<file path="config.mk">
export PLATFORM = sky130hd
export DESIGN_NAME = cshtr_regs
export DESIGN_NICKNAME = d
export VERILOG_FILES = /design/src/cshtr_pkg.sv /design/src/cshtr_conv_if.sv /design/src/cshtr_regs.sv /design/src/cshtr_rid_conv.sv
export SDC_FILE = /design/constraint.sdc
export NUM_CORES = 1
export LEC_CHECK = 0
export ABC_AREA = 0
export BUFFER_PORTS_ARGS = -buffer_cell sky130_fd_sc_hd__buf_2
export CORE_ASPECT_RATIO = 0.9
export CORE_MARGIN = 5
export CORE_UTILIZATION = 45
export CTS_BUF_LIST = sky130_fd_sc_hd__clkbuf_8
export DETAILED_ROUTE_END_ITERATION = 16
export HOLD_SLACK_MARGIN = 0.1
export PLACE_DENSITY = 0.66
export SLEW_MARGIN = 20
export SYNTH_ARGS = -nofsm -noshare
export SYNTH_HDL_FRONTEND = slang
export SYNTH_HIERARCHICAL = 1
export SYNTH_SLANG_ARGS = --single-unit
</file>
<file path="constraint.sdc">
create_clock -name clk -period 2.5 [get_ports clk]
set_input_delay 0.5 -clock clk [delete_from_list [all_inputs] [get_ports clk]]
set_output_delay 0.5 -clock clk [all_outputs]
set_load 0.05 [all_outputs]
</file>
<file path="src/cshtr_pkg.sv">
// Constants for the carkit status and Hi-Speed tuning register bank
package cshtr_pkg;
   // ****************************************
   // Register addresses
   // ****************************************
   localparam logic [5:0] ADDR_CARKIT_EVENT_STATUS = 6'h20;
   localparam logic [5:0] ADDR_CARKIT_EVENT_LATCH = 6'h21;
   localparam logic [5:0] ADDR_HS_SIGNAL_COMP = 6'h31;
   localparam logic [5:0] ADDR_RES_MEASURE_VIEW = 6'h36;
   localparam logic [5:0] ADDR_VENDOR_LO = 6'h30;
   localparam logic [5:0] ADDR_VENDOR_HI = 6'h3f;

   // ****************************************
   // Field positions
   // ****************************************
   localparam int ST_ID_FLOAT = 0;
   localparam int ST_VDAT = 1;
   localparam int ST_CARKIT_DP = 2;
   localparam int ST_CODE_LO = 3;
   localparam int ST_DONE = 6;
   localparam int LT_ID_FLOAT = 0;
   localparam int LT_VDAT = 1;
   localparam int LT_CARKIT_DP = 2;
   localparam int LT_RES_DONE = 3;
   localparam int COMP_SQ_LO = 0;
   localparam int COMP_AMP_LO = 4;
   localparam int VW_DONE = 3;
   localparam int VW_LAUNCH = 4;
   localparam int VW_IRQ_EN = 6;

   // ****************************************
   // Reset values
   // ****************************************
   localparam logic [1:0] SQUELCH_RESET = 2'h0;
   localparam logic [2:0] AMPLITUDE_RESET = 3'h0;
   localparam logic [2:0] CODE_RESET = 3'h0;
   localparam logic [3:0] LATCH_RESET = 4'h0;
   localparam logic [7:0] RDATA_RESET = 8'h00;

   // ****************************************
   // Timing
   // ****************************************
   localparam int CLK_PERIOD_PS = 5000;
   localparam int CONV_TIME_US = 282;
   localparam int CONV_CYCLES =
      (CONV_TIME_US * 1000000 + CLK_PERIOD_PS - 1) / CLK_PERIOD_PS;
   localparam int CONV_CNT_W = 17;
endpackage

</file>
<file path="src/cshtr_conv_if.sv">
// Signals between register bank and resistor converter
`timescale 1ns/1ps
interface cshtr_conv_if;
   logic start;
   logic busy;
   logic done_pulse;
   logic [2:0] code;
   logic [2:0] sense;

   modport ctl (output start, output sense, input busy, input done_pulse,
      input code);
   modport cnv (input start, input sense, output busy, output done_pulse,
      output code);
endinterface

</file>
<file path="src/cshtr_regs.sv">
// Carkit status, carkit latch and Hi-Speed tuning registers
// How it works
// - Status register at 20h is read only; writes ignored.
// - Status bit 1 mirrors data-line comparator, valid with sink enabled.
// - Carkit DP status and latch bits always read zero.
// - Status bits 5:3 carry the ID resistor conversion code.
// - Status bit 6 sets when the 282us conversion ends.
// - Done flag clears when result is read via vendor conversion register.
// - Reading result via status register leaves done flag alone.
// - Latch register at 21h is read only and clears on read.
// - Latch bit 0 sets on ID going floating with rise enable.
// - Latch bit 0 sets on ID leaving floating with fall enable.
// - Latch bit 1 sets on comparator change with its enable.
// - Latch bit 3 sets on done rising with conversion enable.
// - Addresses 30h to 3Fh form the vendor register range.
// - Registers are served through immediate register reads and writes.
// - Compensation register at 31h is read and write.
// - Bits 1:0 pick squelch threshold, reset to 00.
// - Bits 6:4 raise transmit amplitude, reset to 000.
// - Any enabled latched event raises the alt_int indication.
// - Conversion interrupt enable is OR of both enable bits.
// - Start launches a measurement; start clears itself at completion.
`timescale 1ns/1ps
module cshtr_regs #(
   parameter int CONV_CYCLES = cshtr_pkg::CONV_CYCLES
) (
   input wire logic clk,
   input wire logic rst,
   input wire logic reg_wr,
   input wire logic reg_rd,
   input wire logic [5:0] reg_addr,
   input wire logic [7:0] reg_wdata,
   output logic [7:0] reg_rdata,
   output logic reg_rvalid,
   input wire logic id_line_floating,
   input wire logic data_line_voltage_detect,
   input wire logic [2:0] id_resistor_sense,
   input wire logic data_sink_current_enable,
   input wire logic float_rise_irq_enable,
   input wire logic float_fall_irq_enable,
   input wire logic voltage_detect_irq_enable,
   input wire logic resistor_measure_irq_enable,
   input wire logic vendor_measure_irq_enable,
   input wire logic resistor_measure_launch,
   output logic resistor_measure_busy,
   output logic alt_int,
   output logic [1:0] squelch_threshold_select,
   output logic [2:0] hs_drive_amplitude_select
);
   localparam int NSYNC = 5;

   // ****************************************
   // Declarations
   // ****************************************
   logic [NSYNC-1:0] pin_raw;
   logic [NSYNC-1:0] pin_filt;
   logic vdat_gated;
   logic vdat_prev_ff;
   logic float_prev_ff;
   logic [3:0] latch_ff;
   logic [3:0] latch_set;
   logic [3:0] nxt_latch;
   logic done_ff;
   logic nxt_done;
   logic rid_irq_en;
   logic rd_status;
   logic rd_latch;
   logic rd_view;
   logic wr_comp;
   logic vendor_hit;
   logic [7:0] status_val;
   logic [7:0] comp_val;
   logic [7:0] view_val;
   logic [7:0] nxt_rdata;
   logic [7:0] rdata_ff;
   logic rvalid_ff;
   logic alt_int_ff;
   logic [1:0] squelch_ff;
   logic [2:0] amp_ff;
   cshtr_conv_if conv ();

   // ****************************************
   // Pin synchronisers
   // ****************************************
   assign pin_raw = {id_resistor_sense, data_line_voltage_detect,
      id_line_floating};

   generate
      for (genvar i = 0; i < NSYNC; i++) begin : g_sync
         logic s1_ff;
         logic s2_ff;
         logic s3_ff;
         logic filt_ff;
         always_ff @(posedge clk) begin
            if (rst) begin
               s1_ff <= 1'b0;
               s2_ff <= 1'b0;
               s3_ff <= 1'b0;
            end else begin
               s1_ff <= pin_raw[i];
               s2_ff <= s1_ff;
               s3_ff <= s2_ff;
            end
         end
         always_ff @(posedge clk) begin
            if (rst) begin
               filt_ff <= 1'b0;
            end else if (s2_ff == s3_ff) begin
               filt_ff <= s3_ff;
            end
         end
         assign pin_filt[i] = filt_ff;
      end
   endgenerate

   assign vdat_gated = pin_filt[1] & data_sink_current_enable;

   // ****************************************
   // Address decode
   // ****************************************
   // Immediate access decode
   always_comb begin
      rd_status = 1'b0;
      rd_latch = 1'b0;
      rd_view = 1'b0;
      wr_comp = 1'b0;
      if (reg_rd && reg_addr == cshtr_pkg::ADDR_CARKIT_EVENT_STATUS) begin
         rd_status = 1'b1;
      end else if (reg_rd && reg_addr == cshtr_pkg::ADDR_CARKIT_EVENT_LATCH) begin
         rd_latch = 1'b1;
      end else if (reg_rd && reg_addr == cshtr_pkg::ADDR_RES_MEASURE_VIEW) begin
         rd_view = 1'b1;
      end else if (reg_wr && reg_addr == cshtr_pkg::ADDR_HS_SIGNAL_COMP) begin
         wr_comp = 1'b1;
      end
   end

   assign vendor_hit = reg_addr >= cshtr_pkg::ADDR_VENDOR_LO &&
      reg_addr <= cshtr_pkg::ADDR_VENDOR_HI;

   // ****************************************
   // Resistor conversion
   // ****************************************
   assign conv.start = resistor_measure_launch;
   assign conv.sense = pin_filt[4:2];

   cshtr_rid_conv #(
      .CONV_CYCLES(CONV_CYCLES)
   ) u_conv (
      .clk(clk),
      .rst(rst),
      .conv(conv)
   );

   // Clear on vendor read, set wins
   always_comb begin
      nxt_done = done_ff;
      if (rd_view) begin
         nxt_done = 1'b0;
      end
      if (conv.done_pulse) begin
         nxt_done = 1'b1;
      end
   end

   always_ff @(posedge clk) begin
      if (rst) begin
         done_ff <= 1'b0;
      end else begin
         done_ff <= nxt_done;
      end
   end

   // ****************************************
   // Event latches
   // ****************************************
   always_ff @(posedge clk) begin
      if (rst) begin
         float_prev_ff <= 1'b0;
         vdat_prev_ff <= 1'b0;
      end else begin
         float_prev_ff <= pin_filt[0];
         vdat_prev_ff <= vdat_gated;
      end
   end

   assign rid_irq_en = resistor_measure_irq_enable | vendor_measure_irq_enable;

   always_comb begin
      latch_set = 4'h0;
      if (pin_filt[0] && !float_prev_ff && float_rise_irq_enable) begin
         latch_set[cshtr_pkg::LT_ID_FLOAT] = 1'b1;
      end
      if (!pin_filt[0] && float_prev_ff && float_fall_irq_enable) begin
         latch_set[cshtr_pkg::LT_ID_FLOAT] = 1'b1;
      end
      if (vdat_gated != vdat_prev_ff && voltage_detect_irq_enable) begin
         latch_set[cshtr_pkg::LT_VDAT] = 1'b1;
      end
      if (nxt_done && !done_ff && rid_irq_en) begin
         latch_set[cshtr_pkg::LT_RES_DONE] = 1'b1;
      end
   end

   assign nxt_latch = (rd_latch ? cshtr_pkg::LATCH_RESET : latch_ff) | latch_set;

   always_ff @(posedge clk) begin
      if (rst) begin
         latch_ff <= cshtr_pkg::LATCH_RESET;
      end else begin
         latch_ff <= nxt_latch;
      end
   end

   always_ff @(posedge clk) begin
      if (rst) begin
         alt_int_ff <= 1'b0;
      end else begin
         alt_int_ff <= |latch_ff;
      end
   end

   // ****************************************
   // Compensation register
   // ****************************************
   // Writable tuning fields
   always_ff @(posedge clk) begin
      if (rst) begin
         squelch_ff <= cshtr_pkg::SQUELCH_RESET;
         amp_ff <= cshtr_pkg::AMPLITUDE_RESET;
      end else if (wr_comp) begin
         squelch_ff <= reg_wdata[cshtr_pkg::COMP_SQ_LO +: 2];
         amp_ff <= reg_wdata[cshtr_pkg::COMP_AMP_LO +: 3];
      end
   end

   // ****************************************
   // Read data
   // ****************************************
   // Status image, no write path
   always_comb begin
      status_val = 8'h00;
      status_val[cshtr_pkg::ST_ID_FLOAT] = pin_filt[0];
      status_val[cshtr_pkg::ST_VDAT] = vdat_gated;
      status_val[cshtr_pkg::ST_CARKIT_DP] = 1'b0;
      status_val[cshtr_pkg::ST_CODE_LO +: 3] = conv.code;
      status_val[cshtr_pkg::ST_DONE] = done_ff;
      comp_val = 8'h00;
      comp_val[cshtr_pkg::COMP_SQ_LO +: 2] = squelch_ff;
      comp_val[cshtr_pkg::COMP_AMP_LO +: 3] = amp_ff;
      view_val = 8'h00;
      view_val[2:0] = conv.code;
      view_val[cshtr_pkg::VW_DONE] = done_ff;
      view_val[cshtr_pkg::VW_LAUNCH] = conv.busy;
      view_val[cshtr_pkg::VW_IRQ_EN] = vendor_measure_irq_enable;
   end

   always_comb begin
      nxt_rdata = 8'h00;
      if (rd_status) begin
         nxt_rdata = status_val;
      end else if (rd_latch) begin
         nxt_rdata = {4'h0, latch_ff};
      end else if (rd_view) begin
         nxt_rdata = view_val;
      end else if (reg_rd && vendor_hit &&
            reg_addr == cshtr_pkg::ADDR_HS_SIGNAL_COMP) begin
         nxt_rdata = comp_val;
      end
   end

   always_ff @(posedge clk) begin
      if (rst) begin
         rdata_ff <= cshtr_pkg::RDATA_RESET;
         rvalid_ff <= 1'b0;
      end else begin
         rdata_ff <= reg_rd ? nxt_rdata : rdata_ff;
         rvalid_ff <= reg_rd;
      end
   end

   assign reg_rdata = rdata_ff;
   assign reg_rvalid = rvalid_ff;
   assign alt_int = alt_int_ff;
   assign squelch_threshold_select = squelch_ff;
   assign hs_drive_amplitude_select = amp_ff;
   assign resistor_measure_busy = conv.busy;

   // ****************************************
   // Checks
   // ****************************************
   a_latch_read_clear: assert property (
      @(posedge clk) disable iff (rst)
      rd_latch && latch_set == 4'h0 |=> latch_ff == 4'h0)
      else $error("latch not cleared by read");
   a_latch_event_kept: assert property (
      @(posedge clk) disable iff (rst)
      rd_latch && latch_set != 4'h0 |=>
         (latch_ff & $past(latch_set)) == $past(latch_set))
      else $error("event lost during latch read");
   a_latch_rsvd_zero: assert property (
      @(posedge clk) disable iff (rst)
      rd_latch |=> reg_rdata[7:4] == 4'h0 && reg_rdata[2] == 1'b0)
      else $error("reserved latch bits not zero");
   a_alt_int_follow: assert property (
      @(posedge clk) disable iff (rst)
      latch_set != 4'h0 |=> ##1 alt_int)
      else $error("alt_int missing after event");
   a_done_vendor_clr: assert property (
      @(posedge clk) disable iff (rst)
      rd_view && !conv.done_pulse |=> !done_ff)
      else $error("done not cleared by vendor read");
   a_done_status_keep: assert property (
      @(posedge clk) disable iff (rst)
      rd_status && done_ff |=> done_ff && reg_rdata[6])
      else $error("status read disturbed done");
   a_rid_latch_set: assert property (
      @(posedge clk) disable iff (rst)
      conv.done_pulse && !done_ff && rid_irq_en |=> latch_ff[3])
      else $error("conversion latch not set");
   a_comp_write_back: assert property (
      @(posedge clk) disable iff (rst)
      wr_comp |=> squelch_threshold_select == $past(reg_wdata[1:0]) &&
         hs_drive_amplitude_select == $past(reg_wdata[6:4]))
      else $error("compensation write lost");
   a_vdat_status_bit: assert property (
      @(posedge clk) disable iff (rst)
      rd_status |=> reg_rdata[1] == $past(vdat_gated))
      else $error("comparator bit mismatch");
endmodule // cshtr_regs

</file>
<file path="src/cshtr_rid_conv.sv">
// ID resistor conversion timer and result capture
`timescale 1ns/1ps
module cshtr_rid_conv #(
   parameter int CONV_CYCLES = cshtr_pkg::CONV_CYCLES
) (
   input wire logic clk,
   input wire logic rst,
   cshtr_conv_if.cnv conv
);
   logic [cshtr_pkg::CONV_CNT_W-1:0] cnt_ff;
   logic busy_ff;
   logic done_ff;
   logic [2:0] code_ff;

   // ****************************************
   // Conversion timer
   // ****************************************
   // Launch and self clear
   always_ff @(posedge clk) begin
      if (rst) begin
         busy_ff <= 1'b0;
         cnt_ff <= '0;
      end else if (conv.start) begin
         busy_ff <= 1'b1;
         cnt_ff <= cshtr_pkg::CONV_CNT_W'(CONV_CYCLES);
      end else if (busy_ff && cnt_ff == 1) begin
         busy_ff <= 1'b0;
         cnt_ff <= '0;
      end else if (busy_ff) begin
         cnt_ff <= cnt_ff - 1'b1;
      end
   end

   always_ff @(posedge clk) begin
      if (rst) begin
         done_ff <= 1'b0;
      end else begin
         done_ff <= busy_ff && cnt_ff == 1 && !conv.start;
      end
   end

   always_ff @(posedge clk) begin
      if (rst) begin
         code_ff <= cshtr_pkg::CODE_RESET;
      end else if (busy_ff && cnt_ff == 1 && !conv.start) begin
         code_ff <= conv.sense;
      end
   end

   assign conv.busy = busy_ff;
   assign conv.done_pulse = done_ff;
   assign conv.code = code_ff;

   // ****************************************
   // Checks
   // ****************************************
   a_conv_start_busy: assert property (
      @(posedge clk) disable iff (rst)
      conv.start |=> busy_ff && cnt_ff == cshtr_pkg::CONV_CNT_W'(CONV_CYCLES))
      else $error("conversion did not start");
   a_conv_end_done: assert property (
      @(posedge clk) disable iff (rst)
      busy_ff && cnt_ff == 1 && !conv.start |=> done_ff && !busy_ff)
      else $error("conversion end without done");
endmodule // cshtr_rid_conv

</file>
# Yosys cells after proc, flatten, opt, wreduce, memory -nomap -nowiden
# Cells that the tools add are included.
# op_classes
add_sub_neg	1
magnitude_cmp	2
n_eq_ne	11
muxes	26
bitwise	3
reduce_logical	24
# op_table
op	count
$mux W16	3
$mux W7	4
$eq A6 B6 Y1 const B	4
$mux W1	18
$eq A17 B1 Y1 const B	1
$sub A17 B1 Y17 const B	1
$logic_and A1 B1 Y1	16
$ge A6 B6 Y1 const B	1
$le A6 B6 Y1 const B	1
$eq A1 B1 Y1	5
$logic_not A1 Y1	4
$mux W4	1
$or A4 B4 Y4	1
$reduce_or A4 Y1	1
$reduce_bool A3 Y1	1
$reduce_or A3 Y1	1
$reduce_bool A2 Y1	1
$and A1 B1 Y1	1
$ne A1 B1 Y1	1
$or A1 B1 Y1	1
# word_totals
regBits	64
output_inout_bits	16
wordCells	101

# Logic depth before layout (Yosys ltp)
# Gate-level depths: netlist of the first run.
# depth
depth_word	11
mapped_depth	7
depth_no_buf	7

# Cells and area by module
# Netlist of the first run, hierarchy kept.
# modules_own_cells
mod	instances	cells_each	area_each_um2
cshtr_regs	1	164	1505.2
cshtr_rid_conv	1	128	1092.3

# Worst setup path after synthesis of the first run
# No wires, ideal clock.
# synth_path
path_kind	register -> register
start	register u_conv.busy_ff, in the netlist u_conv/conv.busy
end	register u_conv.code_ff[0], in the netlist u_conv/conv.code[0]
arrival_ns	1.806
path_slack_ns	0.566
stages_incl_launch_ff	6
n_path_buf	1
path_cell_list	dfxtp_1 -> buf_2 -> clkinv_1 -> nor4_4 -> mux2i_1 -> nor2_1
# synth_via
elab_chain_cells	2
# synth_rtl
item	line	rtl
start: declaration	cshtr_rid_conv.sv:11	logic busy_ff;
start signal: assignment	cshtr_rid_conv.sv:21	busy_ff <= 1'b0;
start signal: assignment	cshtr_rid_conv.sv:24	busy_ff <= 1'b1;
start signal: assignment	cshtr_rid_conv.sv:27	busy_ff <= 1'b0;
$logic_and A1 B1 Y1 (2 in a row)	cshtr_rid_conv.sv:45	end else if (busy_ff && cnt_ff == 1 && !conv.start) begin
end signal: assignment	cshtr_rid_conv.sv:44	code_ff <= cshtr_pkg::CODE_RESET;
end signal: assignment	cshtr_rid_conv.sv:46	code_ff <= conv.sense;
end: declaration	cshtr_rid_conv.sv:13	logic [2:0] code_ff;
# Every way passes these cells.
# A chain may end at the register's enable or synchronous reset.

# Worst setup path in the final report of the first run
# layout_path
start	register u_conv/cnt_ff[0] (netlist bit)
end	register u_conv/cnt_ff[14] (netlist bit)
# layout_via
elab_chain_cells	4
# layout_rtl
item	line	rtl
start: declaration	cshtr_rid_conv.sv:10	logic [cshtr_pkg::CONV_CNT_W-1:0] cnt_ff;
start signal: assignment	cshtr_rid_conv.sv:25	cnt_ff <= cshtr_pkg::CONV_CNT_W'(CONV_CYCLES);
start signal: assignment	cshtr_rid_conv.sv:30	cnt_ff <= cnt_ff - 1'b1;
$sub A17 B1 Y17 / $eq A17 B1 Y1 (equally long branches)	cshtr_rid_conv.sv:30, cshtr_rid_conv.sv:26	
$mux W16 / $logic_and A1 B1 Y1 (equally long branches)	cshtr_rid_conv.sv:29, cshtr_rid_conv.sv:26	
$mux W16	cshtr_rid_conv.sv:26	end else if (busy_ff && cnt_ff == 1) begin
$mux W16	cshtr_rid_conv.sv:23	end else if (conv.start) begin
# Several ways; a longest one is shown, not always the timed one. The select of a mux whose other input is x is not followed.

==> qor.txt, run 1 <==
status - finished clean
Post-DP HPWL - 3830 um
area leader, netlist - dfxtp_1
GPL Wtd Cong - 0.862
first-pass GRT wire length - 9490 um
CTS Buf Count - 9
WS Path Type - flop to flop
Power Dens Cells - 678 nW/um2
Clock Sinks - 62
unrepaired setup endpoints after global routing - no
total number of H-tree levels - 3
setup violators final - 0
first-pass detailed-route iteration total - 4
GRT Overall Usage - 16.0%
dominant synthesized flop cell - dfxtp_1
# diodes - 0
number of global-route vias before repair - 2,052
io pins - 46
CP most frequent cell - or4b_1
TritonCTS clock tree - yes
critical-path cell list - ha_1 -> or4b_1 -> nand3b_1 -> o21ai_0 -> or4b_1 -> o221ai_1
HP Start - id_resistor_sense[1]
delay-heaviest family, CP - simple AND/OR/NAND/NOR gates
die width - 90.1 um
Synth Register Bits - 62
CTS root buf - clkbuf_8
post-CTS resize count - 0
Crit Path Max Fanout - 5
Area Overhead vs Synth - 16.6%
Syn Nets - 324
die footprint - 7390 um2
r2r startpoint - u_conv/cnt_ff[0]$_SDFFE_PP0P_
Worst-Margin Slew - 563 ps
global route overflow - 0
WHS Endpoint - g_sync[3].s1_ff$_SDFF_PP0_
dpl cells - 392
Final Hold Fails - 0
CP endpoint kind - flop
clock transition at the registers of the reported paths - 70 ps
initial antenna violation count - 0
core area - 5630 um2
Crit-path slowest cell - or4b_1
hold path cells - 2
routed len/inst - 13.4 um
floorplan row count - 26
fin cells - 408
Min-Delay Path Class - primary input to flop
FF-to-FF setup slack - 370 ps
Max Slew Vio Count - 0
crit-path max cell delay - 490 ps
worst-skew pair later-pin latency - 330 ps
DRC violations left - 0
FF-to-FF End - u_conv/cnt_ff[14]$_SDFFE_PP0P_
max cap viols - 0
crit path buf inv count - 0
layout cells sized above 1 - 20.4%
largest net degree at the start of global routing - 32
final antenna-violating net count - 0
Post-CTS Hold Buffers - 0
Starting Density - 46.2%
highest clock rate - 469 MHz
Final Cycle Share - 85.2%
DRT iter0 DRCs - 149
ys async rst share - 0%
CP startpoint kind - flop
data required time of the critical path - 2700 ps
Final TNS setup - 0 ps
Die Y-Extent - 82.1 um
Yosys cell types - 56
relative slew slack - 62.5%
Syn Std Cell Area - 2600 um2
min cycle time layout - 2130 ps
Post-synth EDFFs - 0
Synth Area per Inst - 8.90 um2
sequential share of the synthesized area - 47.8%
Worst EP arrival - 2330 ps
drt via density - 5.28
YS warnings - 6
VDD IR max - 340 uV
leakage - 1.13 nW
main area contributors after synthesis - dfxtp_1 (48%), nor2_1 (4.9%), nor2b_1 (4.6%)
r2r worst-path depth - 6
Vias - 2,153
Cells after Synth - 292
Longest Clk Path Bufs - 2
area share of the largest cell type after synthesis - 47.8%
clk_skew - 3.27 ps
postcts setup bufs - 0
port buffer count - 41
Final Net Count - 365
DRT Wirelength - 5450 um
[cells in the mapped netlist (2+ instances only)]
cell type  instances
or4b_1             2
clkbuf_1           7
nand2b_1           2
xor2_1             2
dfxtp_1           62
nor3_1             8
and3b_1            3
or3_1              5
xnor2_1            8
o21ai_0           12
nand3_1           10
nor2_1            34
a21o_1             2
a22oi_1            5
inv_1              6
a21oi_1           23
nor2b_1           19
buf_2              4
mux2i_1            3
a311oi_1           2
a31oi_1            4
nor4_1             5
ha_1               2
nand4_1            3
a211oi_1           2
nand3b_1           4
nor3b_1            3
nand2_1           22
[flip-flops by register name (all words and copies together) (netlist names), 2 cells and up]
signal	flops
u_conv/cnt_ff	17
reg_rdata	7
g_sync.filt_ff	5
g_sync.s1_ff	5
g_sync.s2_ff	5
g_sync.s3_ff	5
hs_drive_amplitude_select	3
latch_ff	3
u_conv/conv.code	3
squelch_threshold_select	2
[cells by family after synthesis]
family / count (synthesis) / share of synthesized area, %
AO/OA/AOI/OAI: 61 / 14.5
XOR/XNOR: 10 / 3.37
adder cells (fa/ha/maj): 2 / 0.963
buffers and inverters: 21 / 3.66
flip-flops: 62 / 47.8
multiplexers: 3 / 1.16
other: 1 / 0.144
AND/OR/NAND/NOR: 132 / 28.4
[per-layer routing]
layer	global-route usage (%)	wire, um
met3	6.78	376
met5	0	0
met2	24.0	2320
met4	6.10	35
met1	20.4	2710
[layout by cell type, fill, tap and decap left out, types with 4 or more instances in the layout]
cell type	instances
nand3_1	10
nor3_1	8
a21oi_1	23
nor4_1	5
or3_1	5
nor2_1	34
a22oi_1	5
buf_2	41
clkbuf_8	10
dfxtp_1	62
xnor2_1	8
nand2_1	22
nor2b_1	19
o21ai_0	12
nand3b_1	4
a31oi_1	4
inv_1	6
[worst max-delay path by stage]
stage | start | to | depth (start not counted)
2_1_floorplan | u_conv/conv.busy$_SDFFE_PP0P_ | u_conv/conv.code[0]$_SDFFE_PP0P_ | 5
3_3_place_gp | u_conv/cnt_ff[0]$_SDFFE_PP0P_ | u_conv/cnt_ff[14]$_SDFFE_PP0P_ | 6
3_5_place_dp | u_conv/cnt_ff[0]$_SDFFE_PP0P_ | u_conv/cnt_ff[14]$_SDFFE_PP0P_ | 6
4_1_cts | u_conv/cnt_ff[0]$_SDFFE_PP0P_ | u_conv/cnt_ff[14]$_SDFFE_PP0P_ | 6
5_1_grt | u_conv/cnt_ff[0]$_SDFFE_PP0P_ | u_conv/cnt_ff[14]$_SDFFE_PP0P_ | 6
6_report | u_conv/cnt_ff[0]$_SDFFE_PP0P_ | u_conv/cnt_ff[14]$_SDFFE_PP0P_ | 6
[per-stage QoR]
| stage | hold slack, ps | power (mW) | instance area, um2 | setup slack, ps | util, % |
|---|---|---|---|---|---|
| 2_1_floorplan | 414 | 1.22 | 2600 | 566 | - |
| 3_3_place_gp | 415 | 1.28 | 2840 | 426 | 50.5 |
| 3_5_place_dp | 424 | 1.28 | 2840 | 420 | 50.5 |
| 4_1_cts | 350 | 2.08 | 3030 | 389 | 53.8 |
| 5_1_grt | 348 | 2.16 | 3030 | 247 | 53.8 |
| 6_report | 367 | 2.05 | 3030 | 369 | 53.8 |
[layout make-up]
type	instances	area, um2
clock buffer	10	138
inverter	7	26.3
timing repair buffer	44	228
sequential	62	1240
tap	70	87.6
clock inverter	6	46.3
multi-input combinational	209	1260
fill	544	2600
[report_power, final]
part,leakage [nW],switching [mW],total [mW],internal (mW)
Sequential,0.506,0.0270,1.05,1.02
Clock,0.0889,0.399,0.790,0.391
Combinational,0.539,0.134,0.215,0.0809
Power figures use the tool's default switching activity.
==> run 2, diff against run 1 <==
Settings changed: CORE_ASPECT_RATIO 0.9 to 0.6, MAX_ROUTING_LAYER set to met4.
==> qor.txt, run 2 (synthesis gave the netlist of run 1 again) <==
status - finished clean
CTS Buf Count - 9 (unchanged)
TritonCTS clock tree - yes
unrepaired setup endpoints after global routing - no
drt via density - 5.28 (+0.15%)
final instance area - 3100 um2 (+2.4%)
first-pass detailed-route iteration total - 4 (unchanged)
Starting Density - 46.4% (+0.26 points)
GPL Wtd Cong - 0.860 (-0.23%)
setup violators final - 0 (unchanged)
highest clock rate - 472 MHz (+0.57%)
DRT iter0 DRCs - 130 (-13%)
initial antenna violation count - 0 (unchanged)
Top reg by flops - u_conv/cnt_ff
relative slew slack - 65.7% (+3.3 points)
Crit Path Max Fanout - 5 (unchanged)
floorplan row count - 21 (-19%)
clock transition at the registers of the reported paths - 60 ps (about the same)
Place WS - 408 ps (-12.1 ps)
routed len/inst - 13.9 um (+3.8%)
Final Hold Fails - 0 (unchanged)
io pins - 46 (unchanged)
first-pass GRT wire length - 9520 um (+0.30%)
Vias - 2,209 (+2.6%)
min cycle time layout - 2120 ps (-12.0 ps)
max FFs per register - 17 (unchanged)
data required time of the critical path - 2690 ps (about the same)
Final Net Count - 366 (+0.27%)
GRT Overall Usage - 17.2% (+1.2 points)
final antenna-violating net count - 0 (unchanged)
Worst-Margin Slew - 514 ps (-48.9 ps)
Max Slew Vio Count - 0 (unchanged)
Area Overhead vs Synth - 19.4%
WS Path Type - flop to flop
Min-Delay Path Class - primary input to flop
Power Dens Cells - 744 nW/um2 (+9.8%)
Post-DP HPWL - 4220 um (+10%)
commonest non-fill, non-tap cell in the layout - dfxtp_1
CP startpoint kind - flop
DP Area - 2860 um2 (+0.70%)
total number of H-tree levels - 3 (unchanged)
die footprint - 7440 um2 (+0.65%)
clk_skew - 7.98 ps (+4.71 ps)
CTS root buf - clkbuf_8
DRC violations left - 0 (unchanged)
core area - 5600 um2 (-0.56%)
DRT Wirelength - 5790 um (+6.3%)
layout cells sized above 1 - 20.1% (-0.30 points)
post-CTS resize count - 0 (unchanged)
Final TNS setup - 0 ps (unchanged)
postcts setup bufs - 0 (unchanged)
Die Y-Extent - 68.9 um (-16%)
Longest Clk Path Bufs - 2 (unchanged)
Fillers - 519 (-4.6%)
final worst slack - 381 ps (+12.0 ps)
worst-skew pair later-pin latency - 320 ps (about the same)
max cap viols - 0 (unchanged)
# diodes - 0 (unchanged)
port buffer count - 41 (unchanged)
leakage - 1.17 nW (+3.5%)
Clock Sinks - 62 (unchanged)
Post-CTS Hold Buffers - 0 (unchanged)
largest net degree at the start of global routing - 28 (-13%)
number of global-route vias before repair - 1,957 (-4.6%)
die width - 108 um (+20%)
Final Cycle Share - 84.8% (-0.48 points)
Worst EP arrival - 2310 ps (-20 ps)
CP endpoint kind - flop
VDD IR max - 360 uV (+6.0%)
global route overflow - 0 (unchanged)
most frequent cells in the layout - dfxtp_1 (62), buf_2 (41), nor2_1 (34)
==> run 2: worst paths after layout <==
kind | from | endpoint | slack, ps | cells past startpoint
max | u_conv/cnt_ff[0]$_SDFFE_PP0P_ | u_conv/cnt_ff[14]$_SDFFE_PP0P_ | 380 | 6
min | id_resistor_sense[0] | g_sync[2].s1_ff$_SDFF_PP0_ | 380 | 2
max reg2reg | u_conv/cnt_ff[0]$_SDFFE_PP0P_ | u_conv/cnt_ff[14]$_SDFFE_PP0P_ | 380 | 6
min reg2reg | g_sync[4].s1_ff$_SDFF_PP0_ | g_sync[4].s2_ff$_SDFF_PP0_ | 430 | 1
==> run 2: area by class of cell <==
cell class | count | area [um2] | share of cell area [%]
clock inverter | 5 | 98.8 | 3.19
multi-input combinational | 209 | 1260 | 40.7
clock buffer | 10 | 138 | 4.44
inverter | 7 | 26.3 | 0.847
tap | 80 | 100 | 3.23
timing repair buffer | 45 | 235 | 7.59
sequential | 62 | 1240 | 40.0
==> run 2: per-layer routing <==
layer	vias up	GRT usage (%)	part of all wire, %
met5	-	-	0
met3	2	5.77	9.5
met2	82	22.6	38
met4	0	5.67	0.41
li1	1118	-	-
met1	1007	24.3	52
==> run 2: stage by stage <==
stage               utilization, %  instances  power (mW)  hold slack, ps
global route                  55.4        418        2.40             373
floorplan                        -        292        1.22             414
global placement              51.2        403        1.28             416
CTS                           55.4        418        2.33             363
finish                        55.4        418        2.31             381
detailed placement            51.2        403        1.29             422
==> run 2: worst max-delay path, cell delays in order, from the launching register on <==
cell	delay, ps
dfxtp_1	410
ha_1	170
or4b_1	490
nand3b_1	240
o21ai_0	400
or4b_1	180
o221ai_1	100
==> run 2: where the power goes <==
group / internal, mW / total, mW / switching [mW]
clock: 0.679 / 1.04 / 0.358
sequential: 1.02 / 1.05 / 0.0261
combinational: 0.0818 / 0.223 / 0.141
total: 1.78 / 2.31 / 0.526
